--- src/rtl/instr_timing_map.vh ---
`ifndef INSTR_TIMING_MAP_VH
`define INSTR_TIMING_MAP_VH
// ----------------------------------------------------------------
// operation codes
// ----------------------------------------------------------------
`define OP_ADD_IMM     5'h00
`define OP_AND_IMM     5'h01
`define OP_XOR_IMM     5'h02
`define OP_OR_IMM      5'h03
`define OP_SUB_IMM     5'h04
`define OP_CMP_IMM     5'h05
`define OP_ADD_QUICK   5'h06
`define OP_SUB_QUICK   5'h07
`define OP_MOVE_QUICK  5'h08
`define OP_CLEAR       5'h09
`define OP_NEGATE      5'h0a
`define OP_NEGATE_X    5'h0b
`define OP_COMPLEMENT  5'h0c
`define OP_DEC_NEGATE  5'h0d
`define OP_SET_COND    5'h0e
`define OP_TEST_SET    5'h0f
`define OP_TEST        5'h10
`define OP_ARITH_SHIFT 5'h11
`define OP_LOGIC_SHIFT 5'h12
`define OP_ROTATE      5'h13
`define OP_ROTATE_X    5'h14
`define OP_BIT_CHANGE  5'h15
`define OP_BIT_CLEAR   5'h16
`define OP_BIT_SET     5'h17
`define OP_BIT_TEST    5'h18
// ----------------------------------------------------------------
// operand location and size
// ----------------------------------------------------------------
`define LOC_DREG 2'h0
`define LOC_AREG 2'h1
`define LOC_MEM  2'h2
`define SZ_BYTE  2'h0
`define SZ_WORD  2'h1
`define SZ_LONG  2'h2
// ----------------------------------------------------------------
// base clock counts
// ----------------------------------------------------------------
`define C_IMM_DREG      8'h10
`define C_IMM_DREG_L    8'h1c
`define C_IMM_MEM_B     8'h14
`define C_IMM_MEM_W     8'h18
`define C_IMM_MEM_L     8'h28
`define C_CMP_DREG_L    8'h1a
`define C_CMP_MEM_L     8'h18
`define C_QUICK         8'h08
`define C_QUICK_L       8'h0c
`define C_QUICK_AREG    8'h0c
`define C_RMW_B         8'h0c
`define C_RMW_W         8'h10
`define C_RMW_L         8'h18
`define C_ONE_REG       8'h08
`define C_ONE_REG_L     8'h0a
`define C_DEC_REG       8'h0a
`define C_SCC_TRUE      8'h0a
`define C_TAS_MEM       8'h0e
`define C_SHIFT_REG     8'h0a
`define C_SHIFT_REG_L   8'h0c
`define C_SHIFT_MEM     8'h10
`define C_BIT_DYN_MOD   8'h0c
`define C_BIT_DYN_CLR   8'h0e
`define C_BIT_DYN_TST_R 8'h0a
`define C_BIT_DYN_TST_M 8'h08
`define C_BIT_ST_MOD    8'h14
`define C_BIT_ST_CLR_R  8'h16
`define C_BIT_ST_TST_R  8'h12
`define C_BIT_ST_TST_M  8'h10
// ----------------------------------------------------------------
// bus cycle counts and pacing
// ----------------------------------------------------------------
`define N_RD_SHORT  4'h2
`define N_RD_IMM    4'h4
`define N_RD_IMM_L  4'h6
`define N_WR_NONE   4'h0
`define N_WR_B      4'h1
`define N_WR_W      4'h2
`define N_WR_L      4'h4
`define BUS_SLOT_LAST 2'h3
`endif

--- src/rtl/cycle_counter.v ---
`timescale 1ns/1ns
module cycle_counter #(
    parameter W = 10
) (
    input  wire         clk_sys_i,
    input  wire         resetn_i,
    input  wire         ce_i,
    input  wire         load_i,
    input  wire [W-1:0] value_i,
    input  wire         dec_i,
    output reg  [W-1:0] count_o,
    output wire         zero_o
);
    // load beats decrement so a restart is never lost
    always @(posedge clk_sys_i or negedge resetn_i)
    begin
        if (!resetn_i)
            count_o <= {W{1'b0}};
        else if (ce_i)
        begin
            if (load_i)
                count_o <= value_i;
            else if (dec_i && !zero_o)
                count_o <= count_o - {{(W-1){1'b0}}, 1'b1};
        end
    end

    assign zero_o = (count_o == {W{1'b0}});
endmodule // cycle_counter

--- src/rtl/timing_table.v ---
`timescale 1ns/1ns
`include "instr_timing_map.vh"
module timing_table (
    input  wire       clk_sys_i,
    input  wire       resetn_i,
    input  wire       ce_i,
    input  wire       load_i,
    input  wire [4:0] op_i,
    input  wire [1:0] size_i,
    input  wire [1:0] loc_i,
    input  wire       static_bit_i,
    input  wire       cond_true_i,
    output reg  [7:0] base_clk_o,
    output reg  [3:0] base_rd_o,
    output reg  [3:0] base_wr_o,
    output reg        ea_add_o,
    output reg        per_shift_o,
    output reg        illegal_o
);
    function [7:0] pick_c;
        input [1:0] s;
        input [7:0] b;
        input [7:0] w;
        input [7:0] l;
        pick_c = (s == `SZ_BYTE) ? b : (s == `SZ_WORD) ? w : l;
    endfunction

    function [3:0] pick_n;
        input [1:0] s;
        input [3:0] b;
        input [3:0] w;
        input [3:0] l;
        pick_n = (s == `SZ_BYTE) ? b : (s == `SZ_WORD) ? w : l;
    endfunction

    reg [7:0] c;
    reg [3:0] r;
    reg [3:0] w;
    reg       ea;
    reg       sh;
    reg       bad;
    wire      dreg  = (loc_i == `LOC_DREG);
    wire      mem   = (loc_i == `LOC_MEM);
    wire      bsz   = (size_i > `SZ_LONG);
    wire      byte1 = (size_i == `SZ_BYTE);

    always @*
    begin
        c   = 8'h00;
        r   = `N_RD_SHORT;
        w   = `N_WR_NONE;
        ea  = mem;
        sh  = 1'b0;
        bad = bsz;
        case (op_i)
            `OP_ADD_IMM, `OP_AND_IMM, `OP_XOR_IMM, `OP_OR_IMM,
            `OP_SUB_IMM:
            begin
                r = pick_n(size_i, `N_RD_IMM, `N_RD_IMM, `N_RD_IMM_L);
                if (dreg)
                    c = pick_c(size_i, `C_IMM_DREG, `C_IMM_DREG,
                               `C_IMM_DREG_L);
                else if (mem)
                begin
                    c = pick_c(size_i, `C_IMM_MEM_B, `C_IMM_MEM_W,
                               `C_IMM_MEM_L);
                    w = pick_n(size_i, `N_WR_B, `N_WR_W, `N_WR_L);
                end
                else
                    bad = 1'b1;
            end
            `OP_CMP_IMM:
            begin
                r  = pick_n(size_i, `N_RD_IMM, `N_RD_IMM, `N_RD_IMM_L);
                ea = 1'b0;
                if (dreg)
                    c = pick_c(size_i, `C_IMM_DREG, `C_IMM_DREG,
                               `C_CMP_DREG_L);
                else if (mem)
                    c = pick_c(size_i, `C_IMM_DREG, `C_IMM_DREG,
                               `C_CMP_MEM_L);
                else
                    bad = 1'b1;
            end
            `OP_ADD_QUICK, `OP_SUB_QUICK:
            begin
                if (dreg)
                    c = pick_c(size_i, `C_QUICK, `C_QUICK, `C_QUICK_L);
                else if (mem)
                begin
                    c = pick_c(size_i, `C_RMW_B, `C_RMW_W, `C_RMW_L);
                    w = pick_n(size_i, `N_WR_B, `N_WR_W, `N_WR_L);
                end
                else if (op_i == `OP_ADD_QUICK && !byte1)
                    c = `C_QUICK_AREG;
                else
                    bad = 1'b1;
            end
            `OP_MOVE_QUICK:
            begin
                c   = `C_QUICK;
                bad = !dreg || size_i != `SZ_LONG;
            end
            `OP_CLEAR, `OP_NEGATE, `OP_NEGATE_X, `OP_COMPLEMENT:
            begin
                if (dreg)
                    c = pick_c(size_i, `C_ONE_REG, `C_ONE_REG,
                               `C_ONE_REG_L);
                else if (mem)
                begin
                    c = pick_c(size_i, `C_RMW_B, `C_RMW_W, `C_RMW_L);
                    w = pick_n(size_i, `N_WR_B, `N_WR_W, `N_WR_L);
                end
                else
                    bad = 1'b1;
            end
            `OP_DEC_NEGATE, `OP_SET_COND, `OP_TEST_SET:
            begin
                bad = !byte1 || !(dreg || mem);
                w   = mem ? `N_WR_B : `N_WR_NONE;
                if (op_i == `OP_DEC_NEGATE)
                    c = mem ? `C_RMW_B : `C_DEC_REG;
                else if (op_i == `OP_SET_COND)
                    c = mem ? `C_RMW_B :
                        (cond_true_i ? `C_SCC_TRUE : `C_ONE_REG);
                else
                    c = mem ? `C_TAS_MEM : `C_ONE_REG;
            end
            `OP_TEST:
            begin
                c   = `C_ONE_REG;
                bad = bsz || !(dreg || mem);
            end
            `OP_ARITH_SHIFT, `OP_LOGIC_SHIFT, `OP_ROTATE, `OP_ROTATE_X:
            begin
                if (dreg)
                begin
                    c  = pick_c(size_i, `C_SHIFT_REG, `C_SHIFT_REG,
                                `C_SHIFT_REG_L);
                    sh = 1'b1;
                end
                else if (mem && size_i == `SZ_WORD)
                begin
                    c = `C_SHIFT_MEM;
                    w = `N_WR_W;
                end
                else
                    bad = 1'b1;
            end
            `OP_BIT_CHANGE, `OP_BIT_SET, `OP_BIT_CLEAR, `OP_BIT_TEST:
            begin
                bad = bsz || !(dreg || mem);
                r   = static_bit_i ? `N_RD_IMM : `N_RD_SHORT;
                w   = (mem && op_i != `OP_BIT_TEST) ? `N_WR_B : `N_WR_NONE;
                if (op_i == `OP_BIT_TEST)
                    c = static_bit_i ?
                        (mem ? `C_BIT_ST_TST_M : `C_BIT_ST_TST_R) :
                        (mem ? `C_BIT_DYN_TST_M : `C_BIT_DYN_TST_R);
                else if (op_i == `OP_BIT_CLEAR && dreg)
                    c = static_bit_i ? `C_BIT_ST_CLR_R : `C_BIT_DYN_CLR;
                else
                    c = static_bit_i ? `C_BIT_ST_MOD : `C_BIT_DYN_MOD;
            end
            default:
                bad = 1'b1;
        endcase
    end

    // illegal entries carry zero cost so nothing is ever scheduled
    always @(posedge clk_sys_i or negedge resetn_i)
    begin
        if (!resetn_i)
        begin
            base_clk_o  <= 8'h00;
            base_rd_o   <= 4'h0;
            base_wr_o   <= 4'h0;
            ea_add_o    <= 1'b0;
            per_shift_o <= 1'b0;
            illegal_o   <= 1'b0;
        end
        else if (ce_i && load_i)
        begin
            base_clk_o  <= bad ? 8'h00 : c;
            base_rd_o   <= bad ? 4'h0 : r;
            base_wr_o   <= bad ? 4'h0 : w;
            ea_add_o    <= ea && !bad;
            per_shift_o <= sh && !bad;
            illegal_o   <= bad;
        end
    end
endmodule // timing_table

--- src/rtl/instruction_cycle_timing.v ---
`timescale 1ns/1ns
`include "instr_timing_map.vh"
module instruction_cycle_timing #(
    parameter CLK_W = 10,
    parameter RD_W  = 5,
    parameter WR_W  = 5
) (
    input  wire             clk_sys_i,
    input  wire             resetn_i,
    input  wire             ce_i,
    input  wire             start_i,
    input  wire [4:0]       op_i,
    input  wire [1:0]       size_i,
    input  wire [1:0]       loc_i,
    input  wire             static_bit_i,
    input  wire             cond_true_i,
    input  wire [5:0]       shift_count_i,
    input  wire [7:0]       ea_clk_i,
    input  wire [3:0]       ea_rd_i,
    input  wire [3:0]       ea_wr_i,
    output reg              ready_o,
    output reg              busy_o,
    output reg              read_cycle_o,
    output reg              write_cycle_o,
    output reg              done_o,
    output reg              illegal_o,
    output reg  [CLK_W-1:0] total_clk_o,
    output reg  [RD_W-1:0]  total_rd_o,
    output reg  [WR_W-1:0]  total_wr_o,
    output reg  [CLK_W-1:0] elapsed_clk_o,
    output reg  [RD_W-1:0]  seen_rd_o,
    output reg  [WR_W-1:0]  seen_wr_o
);
    // ----------------------------------------------------------------
    // sequencer states
    // ----------------------------------------------------------------
    localparam [3:0] S_IDLE = 4'b0001;
    localparam [3:0] S_LOOK = 4'b0010;
    localparam [3:0] S_RUN  = 4'b0100;
    localparam [3:0] S_END  = 4'b1000;

    reg  [3:0]       state_q;
    reg  [3:0]       state_d;
    reg  [5:0]       shift_n_q;
    reg  [7:0]       ea_clk_q;
    reg  [3:0]       ea_rd_q;
    reg  [3:0]       ea_wr_q;
    reg  [RD_W-1:0]  rd_left_q;
    reg  [WR_W-1:0]  wr_left_q;

    wire [7:0]       base_clk;
    wire [3:0]       base_rd;
    wire [3:0]       base_wr;
    wire             ea_add;
    wire             per_shift;
    wire             tbl_illegal;
    wire [CLK_W-1:0] clk_left;
    wire             clk_zero;
    wire [1:0]       slot;
    wire             slot_zero;

    // ready_o is still low on the first edge after reset, so a start there
    // is refused just as at any other time the sequencer is not ready
    wire take     = (state_q == S_IDLE) && ready_o && start_i;
    wire pending  = (rd_left_q != {RD_W{1'b0}}) ||
                    (wr_left_q != {WR_W{1'b0}});
    wire in_run   = (state_q == S_RUN);
    wire issue    = in_run && slot_zero && pending;
    wire issue_rd = issue && (rd_left_q != {RD_W{1'b0}});
    wire issue_wr = issue && !issue_rd;
    wire last_clk = (clk_left == {{(CLK_W-1){1'b0}}, 1'b1});
    wire finish   = in_run && last_clk && !pending;
    wire start_run = (state_q == S_LOOK) && !tbl_illegal;

    // ----------------------------------------------------------------
    // totals: base plus shift term plus address calculation
    // ----------------------------------------------------------------
    wire [CLK_W-1:0] shift_term = per_shift ?
        {{(CLK_W-7){1'b0}}, shift_n_q, 1'b0} : {CLK_W{1'b0}};
    wire [CLK_W-1:0] ea_clk_term = ea_add ?
        {{(CLK_W-8){1'b0}}, ea_clk_q} : {CLK_W{1'b0}};
    wire [CLK_W-1:0] sum_clk = {{(CLK_W-8){1'b0}}, base_clk}
                               + shift_term + ea_clk_term;
    wire [RD_W-1:0]  sum_rd = {{(RD_W-4){1'b0}}, base_rd} +
        (ea_add ? {{(RD_W-4){1'b0}}, ea_rd_q} : {RD_W{1'b0}});
    wire [WR_W-1:0]  sum_wr = {{(WR_W-4){1'b0}}, base_wr} +
        (ea_add ? {{(WR_W-4){1'b0}}, ea_wr_q} : {WR_W{1'b0}});

    // ----------------------------------------------------------------
    // lookup of the base cost
    // ----------------------------------------------------------------
    timing_table u_table (
        .clk_sys_i    (clk_sys_i),
        .resetn_i     (resetn_i),
        .ce_i         (ce_i),
        .load_i       (take),
        .op_i         (op_i),
        .size_i       (size_i),
        .loc_i        (loc_i),
        .static_bit_i (static_bit_i),
        .cond_true_i  (cond_true_i),
        .base_clk_o   (base_clk),
        .base_rd_o    (base_rd),
        .base_wr_o    (base_wr),
        .ea_add_o     (ea_add),
        .per_shift_o  (per_shift),
        .illegal_o    (tbl_illegal)
    );

    // ----------------------------------------------------------------
    // clocks remaining and bus slot pacing
    // ----------------------------------------------------------------
    // the final clock is held while a bus cycle is still owed, so a
    // short address cost stretches the instruction rather than drop it
    cycle_counter #(
        .W (CLK_W)
    ) u_clk_left (
        .clk_sys_i (clk_sys_i),
        .resetn_i  (resetn_i),
        .ce_i      (ce_i),
        .load_i    (start_run),
        .value_i   (sum_clk),
        .dec_i     (in_run && !last_clk),
        .count_o   (clk_left),
        .zero_o    (clk_zero)
    );

    cycle_counter #(
        .W (2)
    ) u_slot (
        .clk_sys_i (clk_sys_i),
        .resetn_i  (resetn_i),
        .ce_i      (ce_i),
        .load_i    (issue || start_run),
        .value_i   (issue ? `BUS_SLOT_LAST : 2'h0),
        .dec_i     (in_run),
        .count_o   (slot),
        .zero_o    (slot_zero)
    );

    // ----------------------------------------------------------------
    // state machine
    // ----------------------------------------------------------------
    always @*
    begin
        state_d = state_q;
        case (state_q)
            S_IDLE:
                if (take)
                    state_d = S_LOOK;
            S_LOOK:
                state_d = tbl_illegal ? S_END : S_RUN;
            S_RUN:
                if (finish)
                    state_d = S_END;
            S_END:
                state_d = S_IDLE;
            default:
                state_d = S_IDLE;
        endcase
    end

    always @(posedge clk_sys_i or negedge resetn_i)
    begin
        if (!resetn_i)
            state_q <= S_IDLE;
        else if (ce_i)
            state_q <= state_d;
    end

    // ----------------------------------------------------------------
    // operand capture and bus cycle bookkeeping
    // ----------------------------------------------------------------
    always @(posedge clk_sys_i or negedge resetn_i)
    begin
        if (!resetn_i)
        begin
            shift_n_q <= 6'h00;
            ea_clk_q  <= 8'h00;
            ea_rd_q   <= 4'h0;
            ea_wr_q   <= 4'h0;
            rd_left_q <= {RD_W{1'b0}};
            wr_left_q <= {WR_W{1'b0}};
        end
        else if (ce_i)
        begin
            if (take)
            begin
                shift_n_q <= shift_count_i;
                ea_clk_q  <= ea_clk_i;
                ea_rd_q   <= ea_rd_i;
                ea_wr_q   <= ea_wr_i;
            end
            if (start_run)
            begin
                rd_left_q <= sum_rd;
                wr_left_q <= sum_wr;
            end
            else if (issue_rd)
                rd_left_q <= rd_left_q - {{(RD_W-1){1'b0}}, 1'b1};
            else if (issue_wr)
                wr_left_q <= wr_left_q - {{(WR_W-1){1'b0}}, 1'b1};
        end
    end

    // ----------------------------------------------------------------
    // handshake and bus cycle strobes
    // ----------------------------------------------------------------
    // status follows the next state so it lines up with the sequencer
    always @(posedge clk_sys_i or negedge resetn_i)
    begin
        if (!resetn_i)
        begin
            ready_o       <= 1'b0;
            busy_o        <= 1'b0;
            read_cycle_o  <= 1'b0;
            write_cycle_o <= 1'b0;
            done_o        <= 1'b0;
        end
        else if (ce_i)
        begin
            ready_o       <= (state_d == S_IDLE);
            busy_o        <= (state_d == S_LOOK) || (state_d == S_RUN);
            read_cycle_o  <= issue_rd;
            write_cycle_o <= issue_wr;
            done_o        <= (state_d == S_END);
        end
    end

    // ----------------------------------------------------------------
    // tabulated totals
    // ----------------------------------------------------------------
    // totals stand until the next accepted start, so they can be read
    // at leisure after done
    always @(posedge clk_sys_i or negedge resetn_i)
    begin
        if (!resetn_i)
        begin
            illegal_o   <= 1'b0;
            total_clk_o <= {CLK_W{1'b0}};
            total_rd_o  <= {RD_W{1'b0}};
            total_wr_o  <= {WR_W{1'b0}};
        end
        else if (ce_i)
        begin
            if (take)
                illegal_o <= 1'b0;
            else if (state_q == S_LOOK)
            begin
                illegal_o   <= tbl_illegal;
                total_clk_o <= sum_clk;
                total_rd_o  <= sum_rd;
                total_wr_o  <= sum_wr;
            end
        end
    end

    // ----------------------------------------------------------------
    // measured activity
    // ----------------------------------------------------------------
    // cleared on a start rather than on done, so the figures of the last
    // instruction stay visible while the sequencer idles
    always @(posedge clk_sys_i or negedge resetn_i)
    begin
        if (!resetn_i)
        begin
            elapsed_clk_o <= {CLK_W{1'b0}};
            seen_rd_o     <= {RD_W{1'b0}};
            seen_wr_o     <= {WR_W{1'b0}};
        end
        else if (ce_i)
        begin
            if (take)
            begin
                elapsed_clk_o <= {CLK_W{1'b0}};
                seen_rd_o     <= {RD_W{1'b0}};
                seen_wr_o     <= {WR_W{1'b0}};
            end
            if (in_run)
                elapsed_clk_o <= elapsed_clk_o + {{(CLK_W-1){1'b0}}, 1'b1};
            if (issue_rd)
                seen_rd_o <= seen_rd_o + {{(RD_W-1){1'b0}}, 1'b1};
            if (issue_wr)
                seen_wr_o <= seen_wr_o + {{(WR_W-1){1'b0}}, 1'b1};
        end
    end
endmodule // instruction_cycle_timing

--- config.mk ---
export PLATFORM = sky130hd
export DESIGN_NAME = instruction_cycle_timing
export DESIGN_NICKNAME = d
export VERILOG_FILES = /design/src/rtl/cycle_counter.v /design/src/rtl/timing_table.v /design/src/rtl/instruction_cycle_timing.v
export VERILOG_INCLUDE_DIRS = /design/src /design/src/rtl
export SDC_FILE = /design/constraint.sdc
export NUM_CORES = 1
export LEC_CHECK = 0
export BUFFER_PORTS_ARGS = -buffer_cell sky130_fd_sc_hd__buf_4
export CORE_ASPECT_RATIO = 1.4
export CORE_MARGIN = 5
export CORE_UTILIZATION = 30
export DETAILED_ROUTE_END_ITERATION = 7
export PLACE_DENSITY = 0.46
export SETUP_SLACK_MARGIN = 0.5
export SLEW_MARGIN = 20
export SYNTH_ARGS = -nofsm -noshare
export SYNTH_HDL_FRONTEND = slang
export SYNTH_SLANG_ARGS = --single-unit
--- constraint.sdc ---
create_clock -name clk_sys_i -period 3.1 [get_ports clk_sys_i]
set_input_delay 0.62 -clock clk_sys_i [delete_from_list [all_inputs] [get_ports clk_sys_i]]
set_output_delay 0.62 -clock clk_sys_i [all_outputs]
set_load 0.02 [all_outputs]
---- After elaboration in Yosys (flattened, before gate mapping) ----
Cells that the tools add are included.
cells by class
  add/sub/neg operators ................... 11
  order comparisons ....................... 1
  eq/ne operators ......................... 37
  muxes and demuxes ....................... 92
  bitwise logic cells ..................... 1
  reductions and logical operators ........ 72
operator list
  operator                 count
  $mux W8                  25
  $pmux W8 S8              1
  $mux W4                  15
  $mux W5                  11
  $eq A5 B5 Y1 const B     9
  $eq A5 B4 Y1 const B     8
  $mux W10                 4
  $eq A5 B3 Y1 const B     4
  $mux W2                  10
  $logic_and A1 B1 Y1      19
  $mux W3                  6
  $pmux W4 S4              1
  $reduce_and A2 Y1        8
  $reduce_bool A2 Y1       8
  $mux W1                  14
  $pmux W4 S3              1
  $reduce_or A4 Y1         3
  $reduce_or A11 Y1        1
  $add A10 B1 Y10 const B  1
  $add A4 B4 Y5            2
  $add A5 B1 Y5 const B    2
  $add A9 B8 Y10           1
  $eq A10 B1 Y1 const B    1
  $eq A5 B2 Y1 const B     2
  32 further kinds         57
storage, ports and cells
  register bits after elaboration ......... 113
  input bits .............................. 37
  output and inout bits ................... 46
  logic and storage cells ................. 241

---- Longest topological paths before layout ----
Gate-level depths: netlist (run 1).
  depth after elaboration ................. 9
  gate-level depth with buffers ........... 11
  depth with buffers taken out ............ 10

---- By module ----
From an unflattened synthesis (run 1), not the netlist that was laid out.
unflattened totals
  cell total of the unflattened synthesis .. 731
  area, all modules ....................... 6640.1 µm²
by module, submodules not included
  module                      times used  cells an instance  area each (µm²)  sequential area each (µm²)
  instruction_cycle_timing    1           471                4528.1           2053.2
  timing_table                1           164                1271.2           325.3
  cycle_counter (u_clk_left)  1           80                 699.4            250.2
  cycle_counter (u_slot)      1           16                 141.4            50.0

---- Least setup slack after synthesis (run 1) ----
No wires, ideal clock.
  kind .................................... register to register
  start point ............................. register u_table.ea_add_o
  end point ............................... register u_clk_left.count_o[8]
  library setup time ...................... 0.126 ns
  arrival time ............................ 2.785 ns
  data required time ...................... 2.974 ns
  slack ................................... 0.189 ns
  cell stages (with the launch flop) ...... 12
  path buffers ............................ 1
  clock period less this slack ............ 2.911 ns
  path through ............................ dfrtp_1 clkbuf_1 nand2_1 fa_1 inv_1 ha_1 fa_1 a21o_1 a21oi_1 o21bai_1 a21o_1 a221o_1
on the way
  cells in the longest elaborated chain, start to end .. 3
RTL lines
  what                      RTL line                       text
  start: declaration        timing_table.v:16              output reg ea_add_o,
  start signal: assignment  timing_table.v:186             ea_add_o <= ea && !bad;
  $mux W8                   instruction_cycle_timing.v:80  wire [CLK_W-1:0] ea_clk_term = ea_add ?
  $add A9 B8 Y10            instruction_cycle_timing.v:83  + shift_term + ea_clk_term;
  $mux W10                  cycle_counter.v:21             if (load_i)
  end signal: assignment    cycle_counter.v:18             count_o <= {W{1'b0}};
  end signal: assignment    cycle_counter.v:22             count_o <= value_i;
  end signal: assignment    cycle_counter.v:24             count_o <= count_o - {{(W-1){1'b0}}, 1'b1};
  end: declaration          cycle_counter.v:11             output reg [W-1:0] count_o,
Every way passes these cells.
A chain may end at the register's enable or synchronous reset.

---- Final worst setup path (run 1) ----
  start point ............................. register u_table.per_shift_o
  end point ............................... register u_clk_left.count_o[8]
on the way
  cells in the longest elaborated chain, start to end .. 4
RTL lines
  what                      RTL line                       text
  start: declaration        timing_table.v:17              output reg per_shift_o,
  start signal: assignment  timing_table.v:187             per_shift_o <= sh && !bad;
  $mux W7                   instruction_cycle_timing.v:78  wire [CLK_W-1:0] shift_term = per_shift ?
  $add A8 B7 Y9             instruction_cycle_timing.v:83
  $add A9 B8 Y10            instruction_cycle_timing.v:83
  $mux W10                  cycle_counter.v:21
Every way passes these cells.

==> results.ini, run 1 <==
[sta]
tightest_slew_ns=0.7806
hold_slack_ns=0.2899
hold_viol=0
fmax_mhz=392.2
post-route-period-util_pct=82.24
fin_crit_ns=2.549
final_max_slew_viol_count=0
setup_ws_ns=0.5506
finClkSkew_ns=0.009885
rsz0062_at_grt=yes
setup_tns_ns=0
relSlewSlack_pct=47.61
finalSetupViolCount=0

[synthesis]
synth_adder_area_share_pct=7.187
ys_ff_latch=106
seq_area_frac_synth_pct=42.58
synth-xor-area-share_pct=2.389
synth_top_family_by_area=simple AND/OR/NAND/NOR gates
ys_types=86
synthMuxAreaShare_pct=2.851
synth.avg_cell_area_um2=9.111
synth_cells=684
async_flop_share_pct=100.0
netlist_area_um2=6232
synth_edf_count=0
synth_compound_area_share_pct=17.83
synth_nets=752
ys.warnings.count=0
synth_ff_type=dfrtp_1
synthSimpleGateAreaFrac_pct=22.24

[clock_network]
htreeDepth=3
numClockSinks=106
cts.hold.buffers_added=0
insertion_delay_ns=0.35
clk_path_buf_depth=2
cts_tree=yes
clk_pin_slew_ns=0.07
clockRootBuffer=clkbuf_16
numCtsBuffers=9

[power_and_ir_drop]
p_comb_share_pct=31.6
vdd_drop_max_uv=288.6
swShare_pct=36.09
pwr-share-seq_pct=44.6
p_int_w=0.002890
p_per_area_nw_per_um2=605.9
switchingPower_w=0.001632
p_total_w=0.004522
p_leak_nw=3.601
p_clk_share_pct=23.8

[worst_setup_path]
arrival_ns=2.77
crit_type=reg -> reg
r2r_setup_slack_ns=0.55
crit_fanout=5
crit_chain=and2_1 > fa_1 > ha_2 > fa_2 > a21o_1 > a21oi_2 > o21bai_1 > a21o_1 > a221o_1
start_kind=flop
cpMostUsedCell=a21o_1
cp-end-kind=flop
rr_startpoint=u_table.per_shift_o
reg2regPathDepth=9
reg2reg_to=u_clk_left.count_o[8]
slowest_stage=dfrtp_2
max_stage_delay_ns=0.44
critPathRequiredTime_ns=3.32

[cells_and_area]
area_delta_synth_final_pct=19.76
nNetsFinal=829
insertedDiodeCount=0
stdcell_count=1022
final_cell_mix=nand2_1 (131), dfrtp_1 (104), buf_4 (96)
final_common_cell=nand2_1
fill_cells=2156
drive_above_1_share_pct=21.80

[run_status]
status=finished clean

[grt]
grt_overflow_total=0
grt_pass1_wl_um=28540
grt_usage_pct=14.51
grt_pass1_vias=5372
grt_max_degree=59
antenna_found_initial=0

[placement]
dp.cells=1000
place_congestion=0.8825
dpl_worst_slack_ns=0.3928
dpl.hpwl_um=13160
numPortBuffers=81

[detailed_routing]
firstDrtPassIters=5
drt_iter0_markers=358
routed_wl_um=17360
post_drt_via_cell_ratio=5.185
ant_nets=0
drc=0
vias=5299
wire_per_inst_um=16.98

[worst_hold_path]
hold_class=in -> async

[die]
dieArea_um2=23800
die_width_um=131.8
core_um2=20480
boundaryPins=83
start_util_pct=30.43
die_h_um=180.5
row_count=62

[flow_run]
maxCapViolCount=0

flip-flops by register name, indices dropped and copies added, names as in the netlist, 2 cells and up:
signal	cells
total_rd_o	5
ea_rd_q	4
seen_rd_o	5
ea_clk_q	8
u_table.base_clk_o	5
rd_left_q	5
shift_n_q	6
seen_wr_o	5
total_clk_o	9
u_table.base_wr_o	3
wr_left_q	5
total_wr_o	5
state_q	4
elapsed_clk_o	10
u_clk_left.count_o	10
ea_wr_q	4
u_slot.count_o	2
u_table.base_rd_o	2
area by class of cell:
cell class	count	area, µm²	area share [%]
inverter	40	150.1	2.012
clock buffer	10	229.0	3.068
clock inverter	6	43.79	0.5868
multi-input combinational	505	3293	44.12
sequential	106	2655	35.57
tap	256	320.3	4.292
timing repair buffer	99	772.0	10.34
repair_timing:
action,in CTS,in global routing
resized for setup,2,2
buffers inserted,3,3
pin swaps,4,2
setup endpoints to repair,4,5
worst max-delay path, delay by kind of cell, from the launching register on:
family	cells	cell delay, ns
DFF	1	0.44
adders and majority gates	3	0.92
and+or+nand+nor	1	0.16
AOI/OAI and AO/OA	5	0.91
routing by layer:
layer	up-vias	global-route usage, %	part of all wire (%)
li1	2550	-	-
met1	2582	17.56	41
met2	140	26.55	53
met3	27	1.816	3.0
met4	0	4.611	2.3
met5	-	0	0
cells by family (layout without fill, tap and decap cells):
kind of cell,after synthesis,count (layout)
AOI/OAI and AO/OA,166,166
xor gates and xnor gates,17,17
adders and majority gates,31,31
buffers and inverters,73,155
DFF,106,106
muxes,16,16
other,1,1
and+or+nand+nor,274,274
power by group through the flow:
stage	Clock (W)	Combinational [W]	Sequential [W]
floorplan	0	0.000920	0.00202
global placement	0	0.00142	0.00204
detailed placement	0	0.00143	0.00204
CTS	0.00112	0.00144	0.00202
global route	0.00116	0.00161	0.00207
finish	0.00108	0.00143	0.00202
cells in the mapped netlist, types with 8 or more instances:
| library cell | instances | area (µm²) |
|---|---|---|
| a21o_1 | 8 | 60.06 |
| a21oi_1 | 33 | 165.2 |
| a22o_1 | 14 | 122.6 |
| and2_1 | 8 | 50.05 |
| clkbuf_1 | 21 | 78.83 |
| dfrtp_1 | 105 | 2628 |
| fa_1 | 8 | 160.2 |
| ha_1 | 23 | 287.8 |
| inv_1 | 40 | 150.1 |
| mux2_2 | 14 | 157.7 |
| nand2_1 | 133 | 499.2 |
| nand2b_1 | 8 | 50.05 |
| nand3_1 | 20 | 100.1 |
| nor2_1 | 36 | 135.1 |
| nor3_1 | 9 | 45.04 |
| o21ai_0 | 52 | 260.3 |
| o22ai_1 | 9 | 56.30 |
| xnor2_1 | 8 | 70.07 |
| xor2_1 | 9 | 78.83 |
worst max-delay path by stage:
stage / from / endpoint / cells after the start
floorplan: u_table.ea_add_o / u_clk_left.count_o[8] / 11
global placement: u_table.per_shift_o / u_clk_left.count_o[8] / 10
detailed placement: u_table.per_shift_o / u_clk_left.count_o[8] / 10
CTS: u_table.ea_add_o / u_clk_left.count_o[8] / 10
global route: u_table.per_shift_o / u_clk_left.count_o[8] / 10
finish: u_table.per_shift_o / u_clk_left.count_o[8] / 9
metrics by stage:
step / util, % / area [µm²]
final: 36.44 / 7463
after global routing: 36.44 / 7463
after CTS: 36.24 / 7422
after detailed placement: 34.78 / 7122
after global placement: 34.78 / 7122
after floorplan: - / 6254
(Power assumes the default switching activity.)
==> run 2: changes to the inputs <==
--- a/config.mk
+++ b/config.mk
@@ -11,7 +11,7 @@
 export CORE_MARGIN = 5
 export CORE_UTILIZATION = 30
 export DETAILED_ROUTE_END_ITERATION = 7
-export PLACE_DENSITY = 0.46
+export PLACE_DENSITY = 0.44
 export SETUP_SLACK_MARGIN = 0.5
 export SLEW_MARGIN = 20
 export SYNTH_ARGS = -nofsm -noshare
==> constraint.sdc (replaced) <==
create_clock -name clk_sys_i -period 2.52 [get_ports clk_sys_i]
set_input_delay 0.504 -clock clk_sys_i [delete_from_list [all_inputs] [get_ports clk_sys_i]]
set_output_delay 0.504 -clock clk_sys_i [all_outputs]
set_load 0.02 [all_outputs]
==> run 2 against run 1 <==
Against the previous run:
- first-iteration DRC count shrank 35%
- cell count grew 4.9%
- setup slack lost 0.62 ns
- clock power grew 48%
- critical path type unchanged
- die area is the same
- via count grew 4.3%
- clock-buffer cell count shrank 1
- design area grew 13%
- the run now ends with setup timing left
- largest power group unchanged
- register-to-register slack lost 0.62 ns
==> results.ini, run 2 (synthesis results as in run 1) <==
[sta]
final_max_slew_viol_count=0  ; unchanged
setup_ws_ns=-0.07095  ; was 0.5506 ns
finalSetupViolCount=4  ; was 0
hold_viol=0  ; unchanged
fin_crit_ns=2.591  ; was 2.549 ns
fmax_mhz=386.0  ; was 392.2 MHz
hold_slack_ns=0.05571  ; was 0.2899 ns
finClkSkew_ns=0.01489  ; was 0.009885 ns
post-route-period-util_pct=102.8  ; was 82.24%
rsz0062_at_grt=yes  ; unchanged
setup_tns_ns=-0.1486  ; was 0 ns

[cells_and_area]
final_common_cell=buf_4  ; was nand2_1
drive_above_1_share_pct=34.68  ; was 21.80%
final_cell_mix=buf_4 (128), nand2_1 (126), dfrtp_1 (102)  ; was nand2_1 (131), dfrtp_1 (104), buf_4 (96)
area_delta_synth_final_pct=35.78  ; was 19.76%
top_regs=elapsed_clk_o x10, u_clk_left.count_o x10, total_clk_o x9  ; unchanged
insertedDiodeCount=0  ; unchanged
nNetsFinal=879  ; was 829
stdcell_count=1072  ; was 1022

[power_and_ir_drop]
switchingPower_w=0.002311  ; was 0.001632 W
p_comb_share_pct=36.4  ; was 31.6%
p_leak_nw=3.995  ; was 3.601 nW
p_total_w=0.006487  ; was 0.004522 W
p_per_area_nw_per_um2=766.6  ; was 605.9 nW/µm²
p_int_w=0.004176  ; was 0.002890 W
pwr-share-seq_pct=38.9  ; was 44.6%
swShare_pct=35.63  ; was 36.09%
p_clk_share_pct=24.6  ; was 23.8%
vdd_drop_max_uv=395.4  ; was 288.6 µV

[detailed_routing]
wire_per_inst_um=17.38  ; was 16.98 µm
routed_wl_um=18630  ; was 17360 µm
drc=0  ; unchanged
firstDrtPassIters=4  ; was 5
vias=5529  ; was 5299
drt_iter0_markers=234  ; was 358
ant_nets=0  ; unchanged
post_drt_via_cell_ratio=5.158  ; was 5.185

[placement]
dpl.hpwl_um=13420  ; was 13160 µm
numPortBuffers=81  ; unchanged
place_congestion=0.8676  ; was 0.8825
dpl_worst_slack_ns=-0.08300  ; was 0.3928 ns
dp.cells=1020  ; was 1000

[clock_network]
htreeDepth=3  ; unchanged
clockRootBuffer=clkbuf_16  ; unchanged
clk_pin_slew_ns=0.08  ; was 0.07 ns
insertion_delay_ns=0.36  ; was 0.35 ns
cts_tree=yes  ; unchanged
numClockSinks=106  ; unchanged
clk_path_buf_depth=2  ; unchanged
numCtsBuffers=9  ; unchanged

[die]
start_util_pct=30.43  ; unchanged
boundaryPins=83  ; unchanged
dieArea_um2=23800  ; unchanged
die_h_um=180.5  ; unchanged
core_um2=20480  ; unchanged
row_count=62  ; unchanged
die_width_um=131.8  ; unchanged

[grt]
grt_usage_pct=15.40  ; was 14.51%
grt_pass1_wl_um=30220  ; was 28540 µm
grt_overflow_total=0  ; unchanged
grt_pass1_vias=5792  ; was 5372
antenna_found_initial=0  ; unchanged
grt_max_degree=41  ; was 59

[worst_setup_path]
max_stage_delay_ns=0.52  ; was 0.44 ns
crit_chain=nand2_2 > fa_1 > inv_2 > ha_4 > fa_2 > a21o_1 > a21oi_2 > o21bai_1 > a21o_1 > a221o_1  ; was and2_1 > fa_1 > ha_2 > fa_2 > a21o_1 > a21oi_2 > o21bai_1 > a21o_1 > a221o_1
cp-end-kind=flop  ; unchanged
slowest_stage=fa_1  ; was dfrtp_2
cpMostUsedCell=a21o_1  ; unchanged
critPathRequiredTime_ns=2.76  ; was 3.32 ns
start_kind=flop  ; unchanged
crit_fanout=3  ; was 5
arrival_ns=2.83  ; was 2.77 ns
crit_type=reg -> reg  ; unchanged

[run_status]
status=finished, violations left  ; was finished clean
violations=setup timing

[flow_run]
maxCapViolCount=0  ; unchanged

[worst_hold_path]
hold_class=in -> async  ; unchanged

run 2: worst max-delay path: cells and delay by family (launching register included):
kind / cells / cell delay (ns)
AOI/OAI and AO/OA: 5 / 0.91
adders and majority gates: 3 / 1.04
buffers and inverters: 1 / 0.05
DFF: 1 / 0.40
and+or+nand+nor: 1 / 0.07
run 2: area by class of cell:
type,count,area [µm²]
tap,256,320.3
multi-input combinational,505,3761
fill,2058,12020
inverter,40,152.6
timing repair buffer,149,1236
clock inverter,7,108.9
sequential,106,2658
clock buffer,9,225.2
run 2: final timing paths:
kind	startpoint	to	slack (ns)	depth (start not counted)
max in group asynchronous	resetn_i	u_table.illegal_o	1.81	2
worst max register to register	u_table.per_shift_o	u_clk_left.count_o[8]	-0.07	10
worst max-delay path	u_table.per_shift_o	u_clk_left.count_o[8]	-0.07	10
worst min-delay path	resetn_i	u_table.ea_add_o	0.06	1
min in group clk_sys_i	shift_count_i[4]	shift_n_q[4]	0.33	3
worst min register to register	ea_wr_q[2]	ea_wr_q[2]	0.48	2
run 2: power groups by stage:
| stage | combinational [W] | sequential (W) | clock (W) |
|---|---|---|---|
| 6_report | 0.00236 | 0.00252 | 0.00160 |
| 2_1_floorplan | 0.00114 | 0.00248 | 0 |
| 3_5_place_dp | 0.00185 | 0.00251 | 0 |
| 3_3_place_gp | 0.00183 | 0.00250 | 0 |
| 5_1_grt | 0.00263 | 0.00259 | 0.00170 |
| 4_1_cts | 0.00206 | 0.00250 | 0.00165 |
run 2: what timing repair did:
item	4_1_cts	5_1_grt
buffers inserted	11	25
cloned	0	0
resized for setup	42	75
setup endpoints to repair	54	47
hold buffers	0	0
pin swaps	15	40
run 2: stage by stage:
stage	instance area, µm²	util [%]
6_report	8462	41.32
5_1_grt	8462	41.32
4_1_cts	7951	38.83
3_5_place_dp	7320	35.74
3_3_place_gp	7320	35.74
2_1_floorplan	6264	-
run 2: per-layer routing:
metal	vias to the layer above	routed length [µm]	GRT usage, %
li1	2648	-	-
met1	2725	7892	18.81
met2	112	9580	26.83
met3	44	489	2.151
met4	0	669	6.916
met5	-	0	0
